### src/core/sio_regs.svh
// register offsets, field positions, reset values and timing counts of the serial block
// assumes a 16-bit APB byte address with one 32-bit word per register
`ifndef SIO_REGS_SVH
`define SIO_REGS_SVH

`define SIO_CTL_ADDR 16'hFFB0
`define SIO_SHIFT_ADDR 16'hFFB4
`define SIO_STAT_ADDR 16'hFFB8

`define SIO_CTL_RESET 8'h00
`define SIO_CTL_WMASK 8'h87
`define SIO_EN_BIT 7
`define SIO_MODE_BIT 2
`define SIO_SEL_HI 1
`define SIO_SEL_LO 0

`define SIO_STAT_DONE 0
`define SIO_STAT_BUSY 1

`define SIO_HALF_DIV64 8'h20
`define SIO_HALF_DIV128 8'h40
`define SIO_HALF_DIV256 8'h80
`define SIO_LAST_BIT 3'h7

`endif

### src/core/sio_pkg.sv
// types shared by the serial block
// assumes nothing of its surroundings
package sio_pkg;

    typedef enum logic [1:0]
    {
        SEL_EXT = 2'b00,
        SEL_DIV64 = 2'b01,
        SEL_DIV128 = 2'b10,
        SEL_DIV256 = 2'b11
    } clk_sel_e;

    typedef enum logic
    {
        ST_IDLE = 1'b0,
        ST_RUN = 1'b1
    } xfer_state_e;

    typedef struct packed
    {
        logic sck_out;
        logic sck_oe;
        logic so_out;
        logic so_oe;
    } sio_pins_s;

endpackage

### src/core/three_wire_serial_io.sv
// three-wire clock-synchronous serial interface with an APB register slave
// assumes a 40 MHz clk; the pads and port latches sit outside and follow the enables
//
// Local design decision: the APB register port.
`timescale 1ns/1ps
`default_nettype none
`include "sio_regs.svh"

module three_wire_serial_io
(
    // clock and reset
    input wire logic clk,
    input wire logic rst_b,
    // apb slave
    input wire logic psel,
    input wire logic penable,
    input wire logic pwrite,
    input wire logic [15:0] paddr,
    input wire logic [31:0] pwdata,
    output logic [31:0] prdata,
    output logic pready,
    output logic pslverr,
    // serial pins
    input wire logic sck_in,
    input wire logic si_in,
    output sio_pkg::sio_pins_s pins,
    // status
    output logic transfer_done_flag,
    output logic busy
);
    import sio_pkg::*;

    // ************************************************************
    // register bus decode
    // ************************************************************
    logic setup_ph;
    logic wr_acc;
    logic rd_acc;
    logic sel_ctl;
    logic sel_shift;
    logic sel_stat;
    logic mapped;

    assign setup_ph = psel && !penable;
    assign wr_acc = psel && penable && pwrite;
    assign rd_acc = psel && penable && !pwrite;
    assign sel_ctl = paddr == `SIO_CTL_ADDR;
    assign sel_shift = paddr == `SIO_SHIFT_ADDR;
    assign sel_stat = paddr == `SIO_STAT_ADDR;
    assign mapped = sel_ctl || sel_shift || sel_stat;
    // zero wait states keep the slave simple; read data is caught at setup
    assign pready = 1'b1;
    assign pslverr = psel && penable && !mapped;

    // ************************************************************
    // pin synchronisers
    // ************************************************************
    logic sck_s1_r;
    logic sck_s2_r;
    logic sck_s3_r;
    logic si_s1_r;
    logic si_s2_r;
    logic si_s3_r;
    logic sck_lvl_r;
    logic sck_lvl_nxt;
    logic si_lvl_r;
    logic si_lvl_nxt;

    always_comb
    begin
        sck_lvl_nxt = sck_lvl_r;
        si_lvl_nxt = si_lvl_r;
        if (sck_s2_r == sck_s3_r)
        begin
            sck_lvl_nxt = sck_s3_r;
        end
        if (si_s2_r == si_s3_r)
        begin
            si_lvl_nxt = si_s3_r;
        end
    end

    always_ff @(posedge clk or negedge rst_b)
    begin
        if (!rst_b)
        begin
            sck_s1_r <= 1'b1;
            sck_s2_r <= 1'b1;
            sck_s3_r <= 1'b1;
            si_s1_r <= 1'b0;
            si_s2_r <= 1'b0;
            si_s3_r <= 1'b0;
            sck_lvl_r <= 1'b1;
            si_lvl_r <= 1'b0;
        end
        else
        begin
            sck_s1_r <= sck_in;
            sck_s2_r <= sck_s1_r;
            sck_s3_r <= sck_s2_r;
            si_s1_r <= si_in;
            si_s2_r <= si_s1_r;
            si_s3_r <= si_s2_r;
            sck_lvl_r <= sck_lvl_nxt;
            si_lvl_r <= si_lvl_nxt;
        end
    end

    // ************************************************************
    // control state
    // ************************************************************
    logic [7:0] ctl_r;
    logic [7:0] ctl_nxt;
    xfer_state_e state_r;
    xfer_state_e state_nxt;
    logic [2:0] bitcnt_r;
    logic [2:0] bitcnt_nxt;
    logic [7:0] div_r;
    logic [7:0] div_nxt;
    logic sck_int_r;
    logic sck_int_nxt;
    logic so_r;
    logic so_nxt;
    logic done_r;
    logic done_nxt;
    logic [7:0] shreg_r;
    logic [7:0] shreg_nxt;
    logic [31:0] prdata_r;
    logic [31:0] prdata_nxt;

    logic en;
    logic rx_only;
    clk_sel_e csel;
    logic master;
    logic [7:0] half;
    logic trig;
    logic start_ok;
    logic tick;
    logic fall_ev;
    logic rise_ev;

    assign en = ctl_r[`SIO_EN_BIT];
    assign rx_only = ctl_r[`SIO_MODE_BIT];
    assign csel = clk_sel_e'({ctl_r[`SIO_SEL_HI], ctl_r[`SIO_SEL_LO]});
    assign master = csel != SEL_EXT;

    always_comb
    begin
        case (csel)
            SEL_DIV64: half = `SIO_HALF_DIV64;
            SEL_DIV128: half = `SIO_HALF_DIV128;
            SEL_DIV256: half = `SIO_HALF_DIV256;
            default: half = `SIO_HALF_DIV64;
        endcase
    end

    assign trig = sel_shift && ((wr_acc && !rx_only) || (rd_acc && rx_only));
    assign start_ok = en && (state_r == ST_IDLE) && (master ? sck_int_r : sck_lvl_r);

    assign tick = master && (state_r == ST_RUN) && (div_r == 8'h00);
    assign fall_ev = master ? (tick && sck_int_r) : (sck_lvl_r && !sck_lvl_nxt);
    assign rise_ev = master ? (tick && !sck_int_r) : (!sck_lvl_r && sck_lvl_nxt);

    always_comb
    begin
        ctl_nxt = ctl_r;
        state_nxt = state_r;
        bitcnt_nxt = bitcnt_r;
        div_nxt = div_r;
        sck_int_nxt = sck_int_r;
        so_nxt = so_r;
        done_nxt = done_r;
        shreg_nxt = shreg_r;
        prdata_nxt = prdata_r;

        if (setup_ph)
        begin
            prdata_nxt = 32'h0000_0000;
            if (sel_ctl)
            begin
                prdata_nxt[7:0] = ctl_r;
            end
            if (sel_shift)
            begin
                prdata_nxt[7:0] = shreg_r;
            end
            if (sel_stat)
            begin
                prdata_nxt[`SIO_STAT_DONE] = done_r;
                prdata_nxt[`SIO_STAT_BUSY] = state_r == ST_RUN;
            end
        end

        if (wr_acc && sel_ctl)
        begin
            ctl_nxt = pwdata[7:0] & `SIO_CTL_WMASK;
        end
        // write one to clear; a completion in the same cycle wins below
        if (wr_acc && sel_stat && pwdata[`SIO_STAT_DONE])
        begin
            done_nxt = 1'b0;
        end
        if (wr_acc && sel_shift && state_r == ST_IDLE)
        begin
            shreg_nxt = pwdata[7:0];
        end

        case (state_r)
            ST_IDLE:
            begin
                sck_int_nxt = 1'b1;
                bitcnt_nxt = 3'h0;
                if (trig && start_ok)
                begin
                    state_nxt = ST_RUN;
                    div_nxt = half - 8'h01;
                end
            end
            ST_RUN:
            begin
                if (tick)
                begin
                    div_nxt = half - 8'h01;
                    sck_int_nxt = !sck_int_r;
                end
                else if (master)
                begin
                    div_nxt = div_r - 8'h01;
                end
                if (fall_ev)
                begin
                    so_nxt = shreg_r[7];
                end
                if (rise_ev)
                begin
                    shreg_nxt = {shreg_r[6:0], si_lvl_r};
                    bitcnt_nxt = bitcnt_r + 3'h1;
                    if (bitcnt_r == `SIO_LAST_BIT)
                    begin
                        state_nxt = ST_IDLE;
                        done_nxt = 1'b1;
                    end
                end
            end
            default:
            begin
                state_nxt = ST_IDLE;
            end
        endcase

        if (rx_only)
        begin
            so_nxt = 1'b0;
        end
        if (!en)
        begin
            state_nxt = ST_IDLE;
            bitcnt_nxt = 3'h0;
            sck_int_nxt = 1'b1;
        end
    end

    always_ff @(posedge clk or negedge rst_b)
    begin
        if (!rst_b)
        begin
            ctl_r <= `SIO_CTL_RESET;
            state_r <= ST_IDLE;
            bitcnt_r <= 3'h0;
            div_r <= 8'h00;
            sck_int_r <= 1'b1;
            so_r <= 1'b0;
            done_r <= 1'b0;
            prdata_r <= 32'h0000_0000;
        end
        else
        begin
            ctl_r <= ctl_nxt;
            state_r <= state_nxt;
            bitcnt_r <= bitcnt_nxt;
            div_r <= div_nxt;
            sck_int_r <= sck_int_nxt;
            so_r <= so_nxt;
            done_r <= done_nxt;
            prdata_r <= prdata_nxt;
        end
    end

    always_ff @(posedge clk)
    begin
        shreg_r <= shreg_nxt;
    end

    // ************************************************************
    // outputs
    // ************************************************************
    assign prdata = prdata_r;
    assign transfer_done_flag = done_r;
    assign busy = state_r == ST_RUN;
    assign pins.sck_out = sck_int_r;
    assign pins.sck_oe = en && master;
    assign pins.so_out = so_r;
    assign pins.so_oe = en && !rx_only;

endmodule
`default_nettype wire

### config.mk
export PLATFORM = sky130hd
export DESIGN_NAME = three_wire_serial_io
export DESIGN_NICKNAME = d
export VERILOG_FILES = /design/src/core/sio_pkg.sv /design/src/core/three_wire_serial_io.sv
export VERILOG_INCLUDE_DIRS = /design/src /design/src/core
export SDC_FILE = /design/constraint.sdc
export NUM_CORES = 1
export LEC_CHECK = 0
export BUFFER_PORTS_ARGS = -buffer_cell sky130_fd_sc_hd__buf_2
export CORE_ASPECT_RATIO = 1.4
export CORE_MARGIN = 2
export CORE_UTILIZATION = 50
export CTS_BUF_LIST = sky130_fd_sc_hd__clkbuf_4 sky130_fd_sc_hd__clkbuf_8
export CTS_CLUSTER_DIAMETER = 30
export DETAILED_ROUTE_END_ITERATION = 12
export PLACE_DENSITY = 0.84
export REMOVE_ABC_BUFFERS = 1
export SYNTH_ARGS = -nofsm -noshare
export SYNTH_HDL_FRONTEND = slang
export SYNTH_SLANG_ARGS = --single-unit
### constraint.sdc
create_clock -name clk -period 2.6 [get_ports clk]
set_input_delay 0.26 -clock clk [delete_from_list [all_inputs] [get_ports clk]]
set_output_delay 0.26 -clock clk [all_outputs]
set_load 0.01 [all_outputs]
# Yosys cells after proc, flatten, opt, wreduce, memory -nomap -nowiden
# Index checks and enable logic that the tools add are counted.
[classes]
muxes = 33
add_sub_neg = 3
n_bitwise = 1
n_reduce_logical = 40
eq_ne = 12
[op_table]
columns = ["op", "n"]
rows = [
  ["8-bit 2-to-1 mux", 8],
  ["16-bit == test (second input constant)", 3],
  ["8-bit case mux with 2 select lines", 2],
  ["1-bit logical AND", 24],
  ["1-bit 2-to-1 mux", 17],
  ["8-bit by 1-bit subtractor with 8-bit output (second input constant)", 2],
  ["8-bit zero test", 1],
  ["1-bit zero test", 7],
  ["3-bit 2-to-1 mux", 2],
  ["3-bit by 2-bit != test with 1-bit output (second input constant)", 2],
  ["3-bit case mux with 2 select lines", 1],
  ["2-bit nonzero test", 3],
  ["2-bit == test (second input constant)", 2],
  ["1-bit case mux with 2 select lines", 2],
  ["2-bit AND reduction", 2],
  ["3-bit by 1-bit adder with 3-bit output (second input constant)", 1],
  ["3-bit == test (second input constant)", 1],
  ["1-bit logical OR", 3],
  ["3-bit by 1-bit != test with 1-bit output (second input constant)", 1],
  ["1-bit == test", 2],
  ["2-bit 2-to-1 mux", 1],
  ["2-bit by 1-bit != test with 1-bit output (second input constant)", 1],
  ["1-bit NOT", 1],
]
[word_totals]
out_inout_bits = 40
register_bits = 43

# Depth between registers and ports, before layout
[depth]
depth_word = 9
mapped_depth = 8
mapped_depth_nobuf = 7

# Least setup slack after synthesis
# OpenSTA, ideal clock, no wires.
[synth_timing]
path_type = "register -> register"
startpoint = "register div_r[0]"
endpoint = "register shreg_r[5]"
path_slack_ps = 312
path_stages_with_launch = 8
arrival_ps = 2161
setup_ps = 128
cell_sequence = "dfrtp_1 > inv_1 > ha_1 > nor3b_1 > nand2_1 > a211oi_2 > clkbuf_1 > o21ai_1"
[synth_via]
elab_chain_cells = 6
[synth_lines]
columns = ["element", "line_no", "source"]
rows = [
  ["start: declaration", "three_wire_serial_io.sv:118", "logic [7:0] div_r;"],
  ["start signal: assignment", "three_wire_serial_io.sv:281", "div_r <= div_nxt;"],
  ["8-bit zero test", "three_wire_serial_io.sv:160", "assign tick = master && (state_r == ST_RUN) && (div_r == 8'h00);"],
  ["1-bit logical AND", "three_wire_serial_io.sv:160", ""],
  ["1-bit logical AND", "three_wire_serial_io.sv:162", "assign rise_ev = master ? (tick && !sck_int_r) : (!sck_lvl_r && sck_lvl_nxt);"],
  ["1-bit 2-to-1 mux", "three_wire_serial_io.sv:162", ""],
  ["8-bit 2-to-1 mux", "three_wire_serial_io.sv:234", "if (rise_ev)"],
  ["8-bit 2-to-1 mux", "three_wire_serial_io.sv:208", "case (state_r)"],
  ["via shreg_nxt[5]", "three_wire_serial_io.sv:127", "logic [7:0] shreg_nxt;"],
  ["end signal: assignment", "three_wire_serial_io.sv:291", "shreg_r <= shreg_nxt;"],
  ["end: declaration", "three_wire_serial_io.sv:126", "logic [7:0] shreg_r;"],
]
# The timed path passes the listed nets, and every way through them passes these cells.
# A chain may end at the register's enable or synchronous reset.

# Final worst setup path
[layout_timing]
startpoint = "input port paddr[6]"
endpoint = "output port pslverr"
[layout_via]
elab_chain_cells = 5
elab_cells_between_ends = 7
[layout_lines]
columns = ["element", "line_no", "source"]
rows = [
  ["start: declaration", "three_wire_serial_io.sv:18", "input wire logic [15:0] paddr,"],
  ["16-bit == test (no line)", "-", ""],
  ["1-bit logical OR", "three_wire_serial_io.sv:50", "assign mapped = sel_ctl || sel_shift || sel_stat;"],
  ["1-bit logical OR (*)", "three_wire_serial_io.sv:50", ""],
  ["1-bit zero test (*)", "three_wire_serial_io.sv:53", "assign pslverr = psel && penable && !mapped;"],
  ["1-bit logical AND (*)", "three_wire_serial_io.sv:53", ""],
  ["end: declaration", "three_wire_serial_io.sv:22", "output logic pslverr,"],
]
# Every way passes the cells marked *; elsewhere a longest branch is shown, timed or not.

==> impl_results.md <==
* Width of the die at 62.7 um
* Via count at 1,956
* Worst setup startpoint: paddr[6]
* Starting density of the core at 52.8%
* Port Buffer Count at 45
* Top post-synthesis cells by area: dfrtp_1, buf_4, dfxtp_1
* Clock sinks at 43
* Clock Latency Late Sink at 0.30 ns
* Crit-path slowest cell: or4_1
* Grt ovf at 0
* Sw Ratio at 21.1%
* Worst IR drop on VDD at 0.370 mV
* Die area at 0.00540 sq mm
* DR WL/cell at 13.9 um
* Post-synth top cells: nand2_1, dfrtp_1, buf_4
* DRT iter0 DRCs at 46
* Critical path endpoint category: output port
* YS warnings at 0
* Crit Path Class: input port to output port
* Final #Nets at 361
* TritonCTS buffer count at 5
* Max FO, Critical Path at 7
* DPL Wire Length at 3.80 mm
* Most common cell in the netlist: nand2_1
* R2r endpoint: bitcnt_r[2]
* DRC viols at 0
* CP cell instances: buf_2, or4b_1, or4_1, a21oi_1, nor2_1, buf_2
* I/O Pins at 95
* TritonCTS clock tree: built
* Cell area after synthesis at 0.00241 sq mm
* ANT nets after route at 0
* Pins over their slew limit at 0
* Initial antenna violation count at 0
* Clock Tree Buf Depth at 2
* Final setup viols at 0
* WP data required at 2.34 ns
* CTS Root Cell: clkbuf_8
* Avg Inst Size Synth at 9.39 sq um
* CTS clk-pin slew, worst paths at 0.08 ns
* Critical Path AT at 2.02 ns
* Comb pwr share at 6.4%
* Fillcell total at 405
* Pre-antenna DRT Iters at 4
* Power per standard cell area at 513 mW/mm^2
* Psw at 296 uW
* FF-to-FF path depth at 8
* Largest net degree at the start of global routing at 36
* Cells after synthesis at 257
* Post-synthesis register bit count at 43
* Main synth FF type: dfrtp_1
* Post-CTS sizing at 0
* Setup TNS at 0 ns
* Clk_skew at 0.00403 ns
* Seq/Total Area, Yosys at 43.2%
* Leak at 1.31 nW
* Max cap viols at 0
* Synth async-reset ratio at 81.4%
* Post-synth EDFFs at 0
* Placed insts at 357
* Share of cells above drive strength 1 at 24.1%
* Final hold vios at 0
* Post-synthesis cell type count at 52
* Final WS setup at 0.316 ns
* Hold Worst Slack at 0.0278 ns
* Die height at 86.2 um
* Crit start category: input port
* Crit-path max cell delay at 0.73 ns
* Pint at 1.11 mW
* Final Core Density at 59.8%
* Antenna cell count at 0
* Overall Global Routing Usage at 20.1%
* Worst setup endpoint: pslverr
* Fin cells at 365
* R2R setup slack at 0.55 ns
* Detailed Route WL at 5.07 mm
* Row Count at 29
* Syn-to-layout area delta at 13.4%
* HP Class: input port to asynchronous set/reset pin
* Vias in the first global route at 1,931
* Outcome: finished, final reports clean
* Maximum clock rate at 438 MHz
* CP most frequent cell: buf_2
* Post-synth top area cell: dfrtp_1
* First-pass GRT wire length at 8.62 mm
* Clock period minus worst slack at 2.28 ns
* RSZ-0062 raised after global routing: no
* GPL Wtd Cong at 0.844
* Cts hold-fix bufs at 0
* Top cell type's share of synthesized area at 31.1%
* Core area at 0.00457 sq mm
* Pre-CTS WS at 0.102 ns
* Clock Power Share at 44.6%
* Register share of total power at 49.0%
* CTS HTree Levels at 2
* Fin crit share at 87.9%
* Vias per cell at 5.36
* Postcts setup bufs at 0
* Worst Tran Pin Value at 0.759 ns
* Reg2Reg Launch Point: div_r[0]
* Rel. slew slack at 49.4%
==> critical path: cells and delay by family <==
| kind | cells | cell delay, ns |
|---|---|---|
| buffers and inverters | 2 | 0.24 |
| AO/OA/AOI/OAI | 1 | 0.19 |
| AND/OR/NAND/NOR | 3 | 1.34 |
==> sequential cells by signal, indices dropped and copies added, names as in the netlist, 3 cells and up <==
register / cells
ctl_r: 4
bitcnt_r: 3
div_r: 8
prdata: 8
shreg_r: 8
==> metal layers <==
layer  routed length [um]  share of wire [%]  track usage [%]  vias to the layer above
li1                     -                  -                -                      939
met1                 2070                 41             22.7                      922
met2                 2610                 52             36.5                       81
met3                  254                5.0             3.77                       14
met4                  131                2.6             9.70                        0
met5                    0                  0                0                        -
==> power by group through the flow <==
stage	sequential [mW]	combinational, mW	clock [mW]
global placement	0.701	0.0870	0
CTS	0.688	0.0900	0.632
finish	0.688	0.0894	0.625
global route	0.690	0.100	0.661
detailed placement	0.701	0.0897	0
floorplan	0.702	0.0375	0
==> per-stage QoR <==
| stage | instance area (sq um) | total power, mW |
|---|---|---|
| detailed placement | 2600 | 0.791 |
| CTS | 2740 | 1.41 |
| global route | 2740 | 1.45 |
| global placement | 2600 | 0.788 |
| floorplan | 2250 | 0.739 |
| finish | 2740 | 1.40 |
==> layout make-up <==
cell class / instances / area (sq um) / area share [%]
flip-flops and latches: 43 / 1040 / 38.1
clock buffers: 6 / 76.3 / 2.79
well taps: 62 / 77.6 / 2.84
multi-input cells: 196 / 1190 / 43.5
clock inverters: 2 / 60.1 / 2.20
inverters: 5 / 18.8 / 0.686
repair buffers: 51 / 270 / 9.88
==> logic make-up (layout without fill, tap and decap cells) <==
kind of cell	Yosys count	in the layout	share of synthesized area, %
multiplexers	18	18	7.83
adder cells (fa/ha/maj)	6	6	2.90
flip-flops	43	43	43.2
AND/OR/NAND/NOR	97	97	20.3
buffers and inverters	41	64	11.0
XOR/XNOR	4	4	1.45
AO/OA/AOI/OAI	46	46	12.9
other	2	25	0.311
==> worst min path at each step <==
stage               cells past startpoint  slack, ns     from           to
global route                            1       0.04   sck_in     sck_s1_r
global placement                        0       0.34  si_s1_r      si_s2_r
finish                                  1       0.03    rst_b         busy
detailed placement                      0       0.34  si_s1_r      si_s2_r
CTS                                     1       0.05    rst_b     div_r[1]
floorplan                               0      -0.04    rst_b  bitcnt_r[0]
==> placed cells by master, fill, tap and decap left out, types with 3 or more instances in the layout <==
cell type and n:
nand2_1 35, nor2b_1 4, buf_4 6, clkbuf_8 5
dfstp_2 5, ha_1 4, dfrtp_1 30, inv_1 5
dfxtp_1 8, o21ai_0 5, a22oi_1 3, conb_1 25
nor3_1 4, mux2_1 3, mux2i_1 14, buf_2 45
o21ai_1 9, nand3_1 12, nor2_1 22, nand4_1 5
a21oi_1 10
No activity file was read; power rests on OpenSTA's default activity.
